File: src/rtl/eai_pkg.sv
package eai_pkg;
    // clock and timing
    localparam int CLK_KHZ      = 10000;
    localparam int ABN_TIME_MS  = 100;
    localparam int NRM_TIME_MS  = 10;
    // line detectors
    localparam int DFR_BITS     = 512;
    localparam int AIS_ZEROS    = 3;
    localparam int AUX_BITS     = 512;
    localparam int LOS_ZEROS    = 255;
    localparam int LOS_WIN      = 255;
    localparam int LOS_ONES     = 32;
    // register pages
    localparam logic [4:0] PG_CTRL = 5'h01;
    localparam logic [4:0] PG_STAT = 5'h03;
    localparam logic [4:0] PG_CNT  = 5'h04;
    localparam logic [4:0] PG_LINK = 5'h0B;
    // register offsets
    localparam logic [4:0] A_SEL   = 5'h10;
    localparam logic [4:0] A_MODE  = 5'h11;
    localparam logic [4:0] A_VEC   = 5'h12;
    localparam logic [4:0] A_TXMF  = 5'h13;
    localparam logic [4:0] A_LMASK = 5'h16;
    localparam logic [4:0] A_NMASK = 5'h19;
    localparam logic [4:0] A_ICTL  = 5'h1A;
    localparam logic [4:0] A_MASK0 = 5'h1B;
    localparam logic [4:0] A_MASK1 = 5'h1C;
    localparam logic [4:0] A_MASK2 = 5'h1D;
    localparam logic [4:0] A_MASK3 = 5'h1E;
    localparam logic [4:0] A_LATCH = 5'h1B;
    localparam logic [4:0] A_TSTAT = 5'h12;
    // field positions
    localparam int B_ALL_ONES_CRITERION_SELECT = 7;
    localparam int B_SRST = 5;
    localparam int B_AUTO_REMOTE_MF_ALARM_CTRL = 3;
    localparam int B_IRQ_SUSPEND = 6;
    localparam int B_IRQ_ACKNOWLEDGE_TOGGLE = 5;
    localparam int B_TXY  = 2;
    // reset values
    localparam logic [7:0] R_MASK0 = 8'hFF;
    localparam logic [7:0] R_MASK  = 8'h00;
    localparam logic [7:0] R_CTL   = 8'h00;
endpackage : eai_pkg

File: src/rtl/eai_unit.sv
`timescale 1ns/1ps
// Operation
// - all-ones alarm: under three zeros, selectable windows
// - channel 16 all-ones reported as separate alarm
// - alternating pattern for 512 bits raises alarm
// - over 255 consecutive zeros enters signal loss
// - signal loss ends on 12.5 percent density window
// - remote multiframe alarm follows received Y-bit
// - abnormal timer bit after 100 ms abnormal
// - normal timer bit after 10 ms normal
// - alarm latch bits hold until register read
// - auto mode sends Y-bit while alignment lost
// - manual mode sends programmed Y-bit
// - unmasked event pulls request low, sets category
// - vector read clears vector, releases request
// - acknowledge bit toggle clears like vector read
// - categories one-hot, synchronization in bit seven
// - sync and alarm events map to categories
// - counter, second, slip, signalling events mapped
// - reset masks all words except word zero
// - suspend bit withholds all interrupts
// - transmit all-ones pin low suspends interrupts
// - soft reset bit rising restores defaults
// - mask bit one unmasks; national category sources
module eai_unit #(
    parameter int ABN_CYCLES = eai_pkg::ABN_TIME_MS * eai_pkg::CLK_KHZ,
    parameter int NRM_CYCLES = eai_pkg::NRM_TIME_MS * eai_pkg::CLK_KHZ
) (
    // clock and reset
    input  wire logic       clk_sys,
    input  wire logic       resetn,
    // microport
    input  wire logic [4:0] cpu_page,
    input  wire logic [4:0] cpu_addr,
    input  wire logic [7:0] cpu_wdata,
    input  wire logic       cpu_wr,
    input  wire logic       cpu_rd,
    output logic      [7:0] cpu_rdata,
    // receive line
    input  wire logic       rx_bit_en,
    input  wire logic       rx_bit,
    input  wire logic       rx_ts16,
    input  wire logic       rx_y_en,
    input  wire logic       rx_y_bit,
    input  wire logic       rx_sync_lost,
    input  wire logic       mf_align_lost_status,
    input  wire logic       tx_all_ones_pin_n,
    // event pulses from the framer
    input  wire logic [1:0] ev_w0_hi,
    input  wire logic [2:0] ev_w0_lo,
    input  wire logic [7:0] ev_w1,
    input  wire logic [5:0] ev_w2_hi,
    input  wire logic       ev_w2_lo,
    input  wire logic [1:0] ev_w3_hi,
    input  wire logic       ev_sec,
    input  wire logic [6:0] ev_nat,
    input  wire logic [7:0] ev_link,
    input  wire logic       ev_link1,
    // outputs
    output logic            irq_n_o,
    output logic            irq_n_oe,
    output logic            tx_y_bit,
    output logic      [7:0] category_vector
);
    localparam int T1W = $clog2(ABN_CYCLES + 1);
    localparam int T2W = $clog2(NRM_CYCLES + 1);

    logic [7:0] sel_reg, mode_reg, txmf_reg, lmask_reg, nmask_reg;
    logic [7:0] ictl_reg, mask0_reg, mask1_reg, mask2_reg, mask3_reg;
    logic [7:0] vec_reg, vec_next, rdata_reg;
    logic [4:0] latch_reg, latch_next, alm_d_reg;
    logic       srst_reg, irq_reg, txy_reg;

    // decode
    wire pg1 = cpu_page == eai_pkg::PG_CTRL;
    wire pg3 = cpu_page == eai_pkg::PG_STAT;
    wire pg4 = cpu_page == eai_pkg::PG_CNT;
    wire pgl = cpu_page == eai_pkg::PG_LINK;
    wire we1 = cpu_wr & pg1;
    wire we_sel   = we1 & (cpu_addr == eai_pkg::A_SEL);
    wire we_mode  = we1 & (cpu_addr == eai_pkg::A_MODE);
    wire we_txmf  = we1 & (cpu_addr == eai_pkg::A_TXMF);
    wire we_nmask = we1 & (cpu_addr == eai_pkg::A_NMASK);
    wire we_ictl  = we1 & (cpu_addr == eai_pkg::A_ICTL);
    wire we_mask0 = we1 & (cpu_addr == eai_pkg::A_MASK0);
    wire we_mask1 = we1 & (cpu_addr == eai_pkg::A_MASK1);
    wire we_mask2 = we1 & (cpu_addr == eai_pkg::A_MASK2);
    wire we_mask3 = we1 & (cpu_addr == eai_pkg::A_MASK3);
    wire we_lmask = cpu_wr & pgl & (cpu_addr == eai_pkg::A_LMASK);
    wire rd_vec   = cpu_rd & pg4 & (cpu_addr == eai_pkg::A_VEC);
    wire rd_latch = cpu_rd & pg4 & (cpu_addr == eai_pkg::A_LATCH);
    wire rd_tstat = cpu_rd & pg3 & (cpu_addr == eai_pkg::A_TSTAT);

    wire all_ones_criterion_select = sel_reg[eai_pkg::B_ALL_ONES_CRITERION_SELECT];
    wire auto_remote_mf_alarm_ctrl = mode_reg[eai_pkg::B_AUTO_REMOTE_MF_ALARM_CTRL];
    // only a 0 to 1 change of the soft-reset bit counts
    wire srst_req = we_mode & cpu_wdata[eai_pkg::B_SRST]
                  & ~mode_reg[eai_pkg::B_SRST];
    wire ack_tog = we_ictl & (cpu_wdata[eai_pkg::B_IRQ_ACKNOWLEDGE_TOGGLE]
                  != ictl_reg[eai_pkg::B_IRQ_ACKNOWLEDGE_TOGGLE]);
    wire suspend = ictl_reg[eai_pkg::B_IRQ_SUSPEND]
                 | ~tx_all_ones_pin_n;

    // soft reset lasts one cycle after the write
    always_ff @(posedge clk_sys or negedge resetn) begin
        if (!resetn)
            srst_reg <= 1'b0;
        else
            srst_reg <= srst_req;
    end

    always_ff @(posedge clk_sys or negedge resetn) begin
        if (!resetn) begin
            sel_reg   <= eai_pkg::R_CTL;
            mode_reg  <= eai_pkg::R_CTL;
            txmf_reg  <= eai_pkg::R_CTL;
            ictl_reg  <= eai_pkg::R_CTL;
            mask0_reg <= eai_pkg::R_MASK0;
            mask1_reg <= eai_pkg::R_MASK;
            mask2_reg <= eai_pkg::R_MASK;
            mask3_reg <= eai_pkg::R_MASK;
            nmask_reg <= eai_pkg::R_MASK;
            lmask_reg <= eai_pkg::R_MASK;
        end else if (srst_reg) begin
            sel_reg   <= eai_pkg::R_CTL;
            mode_reg  <= eai_pkg::R_CTL;
            txmf_reg  <= eai_pkg::R_CTL;
            ictl_reg  <= eai_pkg::R_CTL;
            mask0_reg <= eai_pkg::R_MASK0;
            mask1_reg <= eai_pkg::R_MASK;
            mask2_reg <= eai_pkg::R_MASK;
            mask3_reg <= eai_pkg::R_MASK;
            nmask_reg <= eai_pkg::R_MASK;
            lmask_reg <= eai_pkg::R_MASK;
        end else begin
            if (we_sel)   sel_reg   <= cpu_wdata;
            if (we_mode)  mode_reg  <= cpu_wdata;
            if (we_txmf)  txmf_reg  <= cpu_wdata;
            if (we_ictl)  ictl_reg  <= cpu_wdata;
            if (we_mask0) mask0_reg <= cpu_wdata;
            if (we_mask1) mask1_reg <= cpu_wdata;
            if (we_mask2) mask2_reg <= cpu_wdata;
            if (we_mask3) mask3_reg <= cpu_wdata;
            if (we_nmask) nmask_reg <= cpu_wdata;
            if (we_lmask) lmask_reg <= cpu_wdata;
        end
    end

    // double-frame windows for the all-ones detectors
    logic [8:0] dfr_cnt;
    logic [1:0] zc_reg;
    logic       few_d_reg, ais_reg, t16z_reg, ts16_reg;
    wire dfr_end = rx_bit_en & (dfr_cnt == 9'(eai_pkg::DFR_BITS - 1));
    wire [1:0] zc_inc = (!rx_bit && zc_reg != 2'h3) ? zc_reg + 2'h1
                                                     : zc_reg;
    wire few_now = zc_inc < 2'(eai_pkg::AIS_ZEROS);
    wire t16z_now = t16z_reg | (rx_ts16 & ~rx_bit);

    always_ff @(posedge clk_sys or negedge resetn) begin
        if (!resetn) begin
            dfr_cnt   <= 9'h000;
            zc_reg    <= 2'h0;
            few_d_reg <= 1'b0;
            ais_reg   <= 1'b0;
            t16z_reg  <= 1'b0;
            ts16_reg  <= 1'b0;
        end else if (dfr_end) begin
            dfr_cnt   <= 9'h000;
            zc_reg    <= 2'h0;
            t16z_reg  <= 1'b0;
            few_d_reg <= few_now;
            ais_reg   <= all_ones_criterion_select ? (few_now & few_d_reg) : few_now;
            ts16_reg  <= ~t16z_now;
        end else if (rx_bit_en) begin
            dfr_cnt   <= dfr_cnt + 9'h001;
            zc_reg    <= zc_inc;
            t16z_reg  <= t16z_now;
        end
    end

    // alternating pattern: 512 bits means 511 transitions in a row
    logic [9:0] aux_cnt;
    logic       rx_prev, aux_reg;
    wire [9:0] aux_full = 10'(eai_pkg::AUX_BITS - 1);
    wire [9:0] aux_next = (rx_bit == rx_prev) ? 10'h000
                        : (aux_cnt == aux_full) ? aux_cnt
                        : aux_cnt + 10'h001;

    always_ff @(posedge clk_sys or negedge resetn) begin
        if (!resetn) begin
            aux_cnt <= 10'h000;
            rx_prev <= 1'b0;
            aux_reg <= 1'b0;
        end else if (rx_bit_en) begin
            rx_prev <= rx_bit;
            aux_cnt <= aux_next;
            aux_reg <= aux_next == aux_full;
        end
    end

    // loss of signal; the exit window restarts at the next pulse
    logic [8:0] zrun;
    logic [7:0] win_pos, win_ones;
    logic       win_on, los_reg;
    wire [8:0] zrun_next = rx_bit ? 9'h000
                         : (zrun[8] ? zrun : zrun + 9'h001);
    wire [7:0] ones_next = win_ones + {7'h00, rx_bit};
    wire       win_last  = win_pos == 8'(eai_pkg::LOS_WIN - 1);

    always_ff @(posedge clk_sys or negedge resetn) begin
        if (!resetn) begin
            zrun     <= 9'h000;
            win_pos  <= 8'h00;
            win_ones <= 8'h00;
            win_on   <= 1'b0;
            los_reg  <= 1'b0;
        end else if (rx_bit_en) begin
            zrun <= zrun_next;
            if (zrun_next > 9'(eai_pkg::LOS_ZEROS)) begin
                los_reg <= 1'b1;
                win_on  <= 1'b0;
            end else if (los_reg && !win_on && rx_bit) begin
                win_on   <= 1'b1;
                win_pos  <= 8'h01;
                win_ones <= 8'h01;
            end else if (win_on) begin
                win_pos  <= win_pos + 8'h01;
                win_ones <= ones_next;
                if (win_last) begin
                    win_on <= 1'b0;
                    if (ones_next >= 8'(eai_pkg::LOS_ONES))
                        los_reg <= 1'b0;
                end
            end
        end
    end

    // remote multiframe alarm and the abnormal/normal timers
    logic           ymf_reg, t1_reg, t2_reg;
    logic [T1W-1:0] t1_cnt;
    logic [T2W-1:0] t2_cnt;
    wire abnormal = los_reg | ais_reg | rx_sync_lost;

    always_ff @(posedge clk_sys or negedge resetn) begin
        if (!resetn)
            ymf_reg <= 1'b0;
        else if (rx_y_en)
            ymf_reg <= rx_y_bit;
    end

    always_ff @(posedge clk_sys or negedge resetn) begin
        if (!resetn) begin
            t1_cnt <= '0;
            t1_reg <= 1'b0;
        end else if (!abnormal) begin
            t1_cnt <= '0;
            t1_reg <= 1'b0;
        end else if (t1_cnt == T1W'(ABN_CYCLES - 1)) begin
            t1_reg <= 1'b1;
        end else begin
            t1_cnt <= t1_cnt + 1'b1;
        end
    end

    always_ff @(posedge clk_sys or negedge resetn) begin
        if (!resetn) begin
            t2_cnt <= '0;
            t2_reg <= 1'b0;
        end else if (abnormal) begin
            t2_cnt <= '0;
            t2_reg <= 1'b0;
        end else if (t2_cnt == T2W'(NRM_CYCLES - 1)) begin
            t2_reg <= 1'b1;
        end else begin
            t2_cnt <= t2_cnt + 1'b1;
        end
    end

    // alarm edges become events; levels feed the read latch
    logic t1_d_reg, t2_d_reg;
    wire [4:0] alm = {ais_reg, ts16_reg, los_reg, aux_reg, ymf_reg};
    wire [4:0] rise = alm & ~alm_d_reg;
    wire t1_ev = t1_reg & ~t1_d_reg;
    wire t2_ev = t2_reg & ~t2_d_reg;

    // mask words: a one unmasks the source
    wire [7:0] w0 = {ev_w0_hi, rise[4], rise[3], rise[2], ev_w0_lo};
    wire [7:0] w2 = {ev_w2_hi, rise[1], ev_w2_lo};
    wire [7:0] w3 = {ev_w3_hi, rise[0], ev_sec, t1_ev, t2_ev, 2'b00};
    wire [7:0] u0 = w0 & mask0_reg;
    wire [7:0] u1 = ev_w1 & mask1_reg;
    wire [7:0] u2 = w2 & mask2_reg;
    wire [7:0] u3 = w3 & mask3_reg;
    wire nat_hit = |(ev_nat & nmask_reg[6:0])
                 | |(ev_link & lmask_reg);

    wire [7:0] cat;
    assign cat[7] = u0[7] | u3[7] | u3[6] | u3[5];
    assign cat[6] = |u0[6:3] | u2[1];
    assign cat[5] = |u1[7:1] | u0[2];
    assign cat[4] = |u2[7:6] | u2[4] | u2[2] | u2[0] | u0[1];
    assign cat[3] = u3[4] | u2[5] | u3[3] | u3[2];
    assign cat[2] = u0[0] | u2[3];
    assign cat[1] = nat_hit;
    assign cat[0] = u1[0] | ev_link1;

    // a new event in the clearing cycle survives the clear
    wire vec_clr = rd_vec | ack_tog;
    assign vec_next = (vec_clr ? 8'h00 : vec_reg)
                    | (suspend ? 8'h00 : cat);
    assign latch_next = (rd_latch ? 5'h00 : latch_reg) | alm;

    wire [7:0] rd_val =
          (pg1 && cpu_addr == eai_pkg::A_SEL)   ? sel_reg
        : (pg1 && cpu_addr == eai_pkg::A_MODE)  ? mode_reg
        : (pg1 && cpu_addr == eai_pkg::A_TXMF)  ? txmf_reg
        : (pg1 && cpu_addr == eai_pkg::A_NMASK) ? nmask_reg
        : (pg1 && cpu_addr == eai_pkg::A_ICTL)  ? ictl_reg
        : (pg1 && cpu_addr == eai_pkg::A_MASK0) ? mask0_reg
        : (pg1 && cpu_addr == eai_pkg::A_MASK1) ? mask1_reg
        : (pg1 && cpu_addr == eai_pkg::A_MASK2) ? mask2_reg
        : (pg1 && cpu_addr == eai_pkg::A_MASK3) ? mask3_reg
        : (pgl && cpu_addr == eai_pkg::A_LMASK) ? lmask_reg
        : rd_vec   ? vec_reg
        : rd_latch ? {3'h0, latch_reg}
        : rd_tstat ? {6'h00, t1_reg, t2_reg}
        : 8'h00;

    always_ff @(posedge clk_sys or negedge resetn) begin
        if (!resetn) begin
            vec_reg   <= 8'h00;
            latch_reg <= 5'h00;
            alm_d_reg <= 5'h00;
            t1_d_reg  <= 1'b0;
            t2_d_reg  <= 1'b0;
            irq_reg   <= 1'b0;
            txy_reg   <= 1'b0;
            rdata_reg <= 8'h00;
        end else begin
            vec_reg   <= srst_reg ? 8'h00 : vec_next;
            latch_reg <= srst_reg ? 5'h00 : latch_next;
            alm_d_reg <= alm;
            t1_d_reg  <= t1_reg;
            t2_d_reg  <= t2_reg;
            irq_reg   <= ~srst_reg && vec_next != 8'h00;
            txy_reg   <= auto_remote_mf_alarm_ctrl ? txmf_reg[eai_pkg::B_TXY]
                              : mf_align_lost_status;
            if (cpu_rd)
                rdata_reg <= rd_val;
        end
    end

    assign cpu_rdata       = rdata_reg;
    assign category_vector = vec_reg;
    assign irq_n_o         = ~irq_reg;
    assign irq_n_oe        = irq_reg;
    assign tx_y_bit        = txy_reg;
endmodule : eai_unit
File: config.mk
export PLATFORM = sky130hd
export DESIGN_NAME = eai_unit
export DESIGN_NICKNAME = d
export VERILOG_FILES = /design/src/rtl/eai_pkg.sv /design/src/rtl/eai_unit.sv
export SDC_FILE = /design/constraint.sdc
export NUM_CORES = 1
export LEC_CHECK = 0
export BUFFER_PORTS_ARGS = -buffer_cell sky130_fd_sc_hd__buf_2
export CAP_MARGIN = 25
export CORE_ASPECT_RATIO = 0.7
export CORE_MARGIN = 2
export CORE_UTILIZATION = 60
export DETAILED_ROUTE_END_ITERATION = 6
export HOLD_SLACK_MARGIN = 0.05
export PLACE_DENSITY = 0.8
export RECOVER_POWER = 50
export SLEW_MARGIN = 0
export SYNTH_ARGS = -nofsm -noshare
export SYNTH_HDL_FRONTEND = slang
export SYNTH_SLANG_ARGS = --single-unit
File: constraint.sdc
create_clock -name clk_sys -period 2.8 [get_ports clk_sys]
set_clock_uncertainty 0.05 [all_clocks]
set_input_delay 0.28 -clock clk_sys [delete_from_list [all_inputs] [get_ports clk_sys]]
set_output_delay 0.28 -clock clk_sys [all_outputs]
set_load 0.1 [all_outputs]
==> run_results.csv, run 1 <==
group,metric,value,unit
sta,max_freq,408,MHz
global_route,antenna_found_initial,0,
clock_network,clkLatencyLatePin,0.49,ns
global_route,grt-ovfl-total,0,
synth,synth_cells,1170,
job,drv_cap,1,
clock_network,cts_tree,"built",
critical_path,path_max_fanout,9,
clock_network,cts_inserted_buffers,20,
finish,top_register,"t1_cnt",
critical_path,worstPathArrival,2.75,ns
synth,ys_seq_elements,205,
die,rows,41,
power_and_ir_drop,power_density,608,nW/um2
clock_network,cts.sinks,205,
critical_path,startpoint_type,"flip-flop",
finish,n_antenna_cell,0,
critical_path,cp-end-kind,"flip-flop",
clock_network,cts_htree_levels,1,
routing,routedWlPerCell,20.8,um
clock_network,ctsRootBufferMaster,"clkbuf_16",
routing,firstDrtPassIters,5,
die,coreArea,17800,um2
die,ios,88,
finish,drive_gt1_frac,0.153,
synth,netlist_area,10800,um2
sta,whs,0.125,ns
clock_network,cts_resized,0,
finish,top_regs,"t1_cnt: 20 flops, t2_cnt: 17 flops, aux_cnt: 10 flops",
sta,report.final.slew_viol_count,71,
synth,synthTopCellsByCount,"197 x dfrtp_1, 138 x nor2_1, 116 x nand2_1",
power_and_ir_drop,total_leakage_power,5.53,nW
die,die_w,164,um
routing,viasPerCell,6.32,
clock_network,clockBufferDepth,3,
critical_path,crit_start,"t1_cnt[11]$_DFFE_PN0P_",
routing,ant_nets,0,
sta,hold_violations,0,
synth,synth_fp_nets,1250,
global_route,grt.total_usage,0.333,
placement,io_buffers,87,
sta,finalSetupTns,0,ns
critical_path,path_class,"flip-flop to flip-flop",
synth,yosysMostFrequentCell,"dfrtp_1",
sta,setup_viol,0,
global_route,grt_pass1_wl,48900,um
hold_path,hp-class,"input port to flip-flop",
sta,rsz0062_at_grt,"no",
synth,async_reset_ff_frac,1.00,
placement,gp_congestion,1.04,
synth,yosysTopAreaCell,"dfrtp_1",
power_and_ir_drop,peakVddDrop,0.490,mV
global_route,grt_pass1_vias,8935,
status,status,"complete, but fails checks",
synth,synth_cell_types,73,
critical_path,reg2reg_from,"t1_cnt[11]$_DFFE_PN0P_",
placement,dp_hpwl,22600,um
die,fp.dieH,116,um
synth,postSynthAreaPerCell,9.23,um2
finish,fin_util,0.690,
synth,yosysSeqAreaShare,0.476,
routing,drt_wl_total,31400,um
status,violations,"max-capacitance violations, max-slew violations",
sta,worst_slew_pin_slew,1.90,ns
finish,n_fill_cell,1430,
synth,ys_warn_count,0,
finish,largest_reg_flops,20,
synth,synth_flop_cell,"dfrtp_1",
synth,synth_edf_count,0,
die,initial_core_util,0.607,
routing,vias,9512,
sta,finalCritPeriodShare,0.876,
critical_path,required,3.10,ns
synth,synthTopCellsByArea,"dfrtp_1 46%, nor2_1 4.8%, mux2i_1 4.7%, nand2_1 4.0%, a21oi_1 3.8%",
sta,slew_headroom,-0.266,
hold_path,holdCritStartpoint,"rx_ts16",
finish,final_nets,1337,
synth,yosysTopAreaCellShare,0.456,
clock_network,clkSlewWorstSetupHoldPaths,0.06,ns
die,die_area,19100,um2
sta,period_minus_slack,2.45,ns
routing,drtIter0Drc,1269,
routing,drc,0,
finish,syn_to_final_growth,13.8,%
global_route,grt_max_degree,72,
==> worst max-delay path, stage by stage, from the launching register on <==
cell and delay [ns]:
dfrtp_1 0.43, or4b_1 0.52, or4_1 0.59, o211ai_2 0.38, nor3_1 0.12, xnor2_1 0.16
nor2_1 0.05
==> power breakdown <==
group,internal (W),switching (W),total (W)
Clock,0.00160,0.00112,0.00272
Sequential,0.00321,0.000284,0.00349
Combinational,0.000400,0.000865,0.00127
Total,0.00521,0.00227,0.00747
==> through the flow <==
step	instance area [um2]	worst slack, ns	instances	power (W)
after CTS	12300	0.354	1506	0.00748
after global placement	11600	0.370	1467	0.00473
after floorplan	10800	0.583	1170	0.00433
final	12300	0.347	1506	0.00747
after detailed placement	11600	0.313	1467	0.00477
after global routing	12300	0.116	1506	0.00781
==> cells in the final DEF, fill, tap and decap left out, drive strengths merged, types with 11 or more instances in the layout <==
| master | synthesis | final |
|---|---|---|
| dfrtp | 197 | 197 |
| nor2 | 141 | 141 |
| buf | 10 | 123 |
| nand2 | 116 | 116 |
| a21oi | 83 | 83 |
| o21ai | 63 | 63 |
| mux2i | 51 | 51 |
| nand3 | 49 | 49 |
| clkbuf | 58 | 38 |
| nor3 | 29 | 29 |
| inv | 27 | 27 |
| xor2 | 25 | 25 |
| a31oi | 23 | 23 |
| nor2b | 22 | 22 |
| xnor2 | 22 | 22 |
| and3 | 21 | 21 |
| nand4 | 18 | 18 |
| a22oi | 16 | 16 |
| nand2b | 13 | 13 |
| nand3b | 12 | 12 |
| nor4 | 12 | 12 |
| ha | 11 | 11 |
==> routing by layer <==
metal / vias to the layer above / GRT usage / part of all wire
li1: 4387 / - / -
met1: 4590 / 0.503 / 0.45
met2: 474 / 0.452 / 0.41
met3: 61 / 0.130 / 0.13
met4: 0 / 0.0754 / 0.020
met5: - / 0 / 0
==> cells by family after synthesis <==
family	share of synthesized area
AND/OR/NAND/NOR	0.219
AO/OA/AOI/OAI	0.164
XOR/XNOR	0.0381
flip-flops	0.476
buffers and inverters	0.0350
adder cells (fa/ha/maj)	0.0127
multiplexers	0.0556
==> final timing paths <==
path	endpoint	slack [ns]	cells past startpoint
max	t1_cnt[12]$_DFFE_PN0P_	0.35	6
min in group asynchronous	t2_cnt[12]$_DFFE_PN0P_	0.80	2
max reg2reg	t1_cnt[12]$_DFFE_PN0P_	0.35	6
min	ts16_reg$_DFFE_PN0P_	0.13	3
max in group asynchronous	ictl_reg[2]$_DFFE_PN0P_	0.50	3
min reg2reg	alm_d_reg[1]$_DFF_PN0_	0.34	0
==> area by class of cell <==
type / count / area, um2 / share of cell area
well taps: 236 / 295 / 0.0240
multi-input cells: 867 / 5290 / 0.430
clock inverters: 3 / 40.0 / 0.00326
repair buffers: 133 / 793 / 0.0646
flip-flops and latches: 205 / 5140 / 0.418
clock buffers: 32 / 617 / 0.0502
inverters: 30 / 113 / 0.00917
==> timing repair <==
item,in CTS,in global routing
endpoints found under the hold margin,67,0
hold buffers,4,0
buffers inserted,0,0
(Power assumes the default switching activity.)
==> run 2: changes to the inputs <==
- CELL_PAD_IN_SITES_DETAIL_PLACEMENT: not set -> 0
- CELL_PAD_IN_SITES_GLOBAL_PLACEMENT: not set -> 1
- CORE_UTILIZATION: 60 -> 47
- PLACE_DENSITY: 0.8 -> 0.81
- RECOVER_POWER: 50 -> not set
==> run 2 against run 1 <==
The run now ends clean. Core utilization decreased by 14 points. Count of clock-buffer cells in the layout is 3 higher. Sequential share of layout area decreased by 0.54 points. Via count shrank 1.3%. Highest routed layer unchanged. Largest power group unchanged. Power grew 2.8%. Critical path type unchanged. Maximum frequency decreased by 1.3%. Setup slack worse by 0.031 ns. First-iteration DRC count fell by 24%.
==> run_results.csv, run 2 (same netlist as run 1, synthesis figures left out) <==
group,metric,value,unit
status,status,"complete, no violations",
routing,routedWlPerCell,20.4,um
die,ios,88,
critical_path,worstPathArrival,2.82,ns
critical_path,cp-end-kind,"flip-flop",
global_route,grt_pass1_vias,8595,
placement,dp_hpwl,23400,um
clock_network,clkLatencyLatePin,0.51,ns
finish,fin_util,0.550,
critical_path,path_class,"flip-flop to flip-flop",
power_and_ir_drop,total_leakage_power,5.56,nW
finish,multiInputGateArea,5290,um2
sta,finalCritPeriodShare,0.887,
critical_path,reg2reg_setup_slack,0.32,ns
critical_path,cpMaxStageDelayCell,"or4_1",
global_route,grt_pass1_wl,49600,um
die,coreArea,22600,um2
critical_path,reg2reg_depth,6,
finish,largest_reg_flops,20,
finish,fin_area,12400,um2
routing,drc,0,
finish,syn_to_final_growth,15.3,%
sta,worst_slew_pin_slew,0.643,ns
clock_network,cts_tree,"built",
critical_path,reg2reg_from,"t1_cnt[11]$_DFFE_PN0P_",
die,fp.dieH,131,um
power_and_ir_drop,peakVddDrop,0.455,mV
routing,viasPerCell,5.92,
routing,ant_nets,0,
hold_path,hold_depth,3,
sta,slew_headroom,0.568,
global_route,grt_busiest_layer,"met1",
sta,finalSetupTns,0,ns
critical_path,worstPathCellList,"or4b_1 > or4_1 > o211ai_2 > nor2_1 > xnor2_1 > nor2_1",
clock_network,clkSlewWorstSetupHoldPaths,0.06,ns
critical_path,slowest_delay,0.60,ns
clock_network,cts.sinks,205,
clock_network,cts_inserted_buffers,22,
sta,max_freq,403,MHz
clock_network,ctsRootBufferMaster,"clkbuf_16",
power_and_ir_drop,finalPower,0.00768,W
global_route,antenna_found_initial,1,
sta,setup_viol,0,
critical_path,r2r_end,"t1_cnt[4]$_DFFE_PN0P_",
finish,top_regs,"t1_cnt: 20 flops, t2_cnt: 17 flops, aux_cnt: 10 flops",
global_route,grt.total_usage,0.268,
global_route,met2_usage,0.345,
hold_path,hp-class,"input port to flip-flop",
placement,gp_congestion,1.02,
die,die_w,185,um
clock_network,cts_hold_buf,4,
sta,rsz0062_at_grt,"no",
critical_path,required,3.13,ns
global_route,grt_max_degree,76,
critical_path,startpoint_type,"flip-flop",
critical_path,crit_path_frequent_cell,"nor2_1",
hold_path,min_to,"ts16_reg$_DFFE_PN0P_",
global_route,grt-ovfl-total,0,
global_route,met3_usage,0.0989,
finish,top_register,"t1_cnt",
sta,report.final.slew_viol_count,0,
placement,io_buffers,87,
placement,placed_cells,1540,
clock_network,clockBufferDepth,3,
hold_path,holdCritStartpoint,"rx_ts16",
finish,layout_commonest_cell,"dfrtp_1",
routing,vias,9388,
finish,final_nets,1336,
placement,placed_cell_area,11700,um2
finish,layout_common_cells,"196 x dfrtp_1, 138 x nor2_1, 116 x nand2_1, 86 x buf_2, 83 x a21oi_1",
sta,hold_violations,0,
clock_network,cts_setup_buffers,0,
power_and_ir_drop,power_density,617,nW/um2
die,die_area,24200,um2
die,rows,46,
finish,n_fill_cell,2086,
finish,seq_area,5140,um2
routing,firstDrtPassIters,6,
critical_path,path_max_fanout,9,
routing,drt_wl_total,32300,um
finish,fin_cells,1585,
job,drv_cap,0,
global_route,use_met1,0.422,
finish,drive_gt1_frac,0.155,
routing,drtIter0Drc,960,
sta,period_minus_slack,2.48,ns
clock_network,cts_htree_levels,1,
die,initial_core_util,0.477,
clock_network,cts_resized,0,
-- run 2: critical path, delay by kind of cell, from the launching register on --
kind | cells | cell delay (ns)
AOI/OAI and AO/OA | 1 | 0.44
and+or+nand+nor | 4 | 1.28
xor gates and xnor gates | 1 | 0.17
DFF | 1 | 0.43
-- run 2: area by class of cell --
| class | instances | area share |
|---|---|---|
| Multi-Input combinational cell | 867 | 0.425 |
| Sequential cell | 205 | 0.413 |
| Tap cell | 312 | 0.0314 |
| Antenna cell | 1 | 0.000201 |
| Inverter | 30 | 0.00905 |
| Timing Repair Buffer | 130 | 0.0634 |
| Clock inverter | 5 | 0.00432 |
| Clock buffer | 35 | 0.0539 |
-- run 2: through the flow --
stage	hold WS, ns	setup WS (ns)
finish	0.0901	0.316
floorplan	-0.0656	0.583
detailed placement	0.291	0.312
global route	0.114	0.158
global placement	0.286	0.330
CTS	0.0889	0.325
-- run 2: per-layer routing --
| metal | part of all wire | wire [um] |
|---|---|---|
| met5 | 0 | 0 |
| met1 | 0.49 | 15900 |
| met3 | 0.098 | 3160 |
| met4 | 0.023 | 748 |
| met2 | 0.39 | 12500 |
-- run 2: power by group --
part	switching [W]	leakage, nW	internal (W)
Sequential	0.000281	2.71	0.00321
Clock	0.00120	0.358	0.00173
Combinational	0.000860	2.49	0.000399
Total	0.00234	5.56	0.00534
-- run 2: how the worst max path moves through the flow --
| stage | from | end | slack [ns] |
|---|---|---|---|
| CTS | t1_cnt[11]$_DFFE_PN0P_ | t1_cnt[18]$_DFFE_PN0P_ | 0.32 |
| global route | t1_cnt[11]$_DFFE_PN0P_ | t1_cnt[17]$_DFFE_PN0P_ | 0.16 |
| finish | t1_cnt[11]$_DFFE_PN0P_ | t1_cnt[4]$_DFFE_PN0P_ | 0.32 |
| global placement | cpu_addr[0] | cpu_rdata[2]$_DFFE_PN0P_ | 0.33 |
| detailed placement | cpu_addr[0] | cpu_rdata[2]$_DFFE_PN0P_ | 0.31 |
| floorplan | t1_cnt[11]$_DFFE_PN0P_ | t1_cnt[9]$_DFFE_PN0P_ | 0.58 |
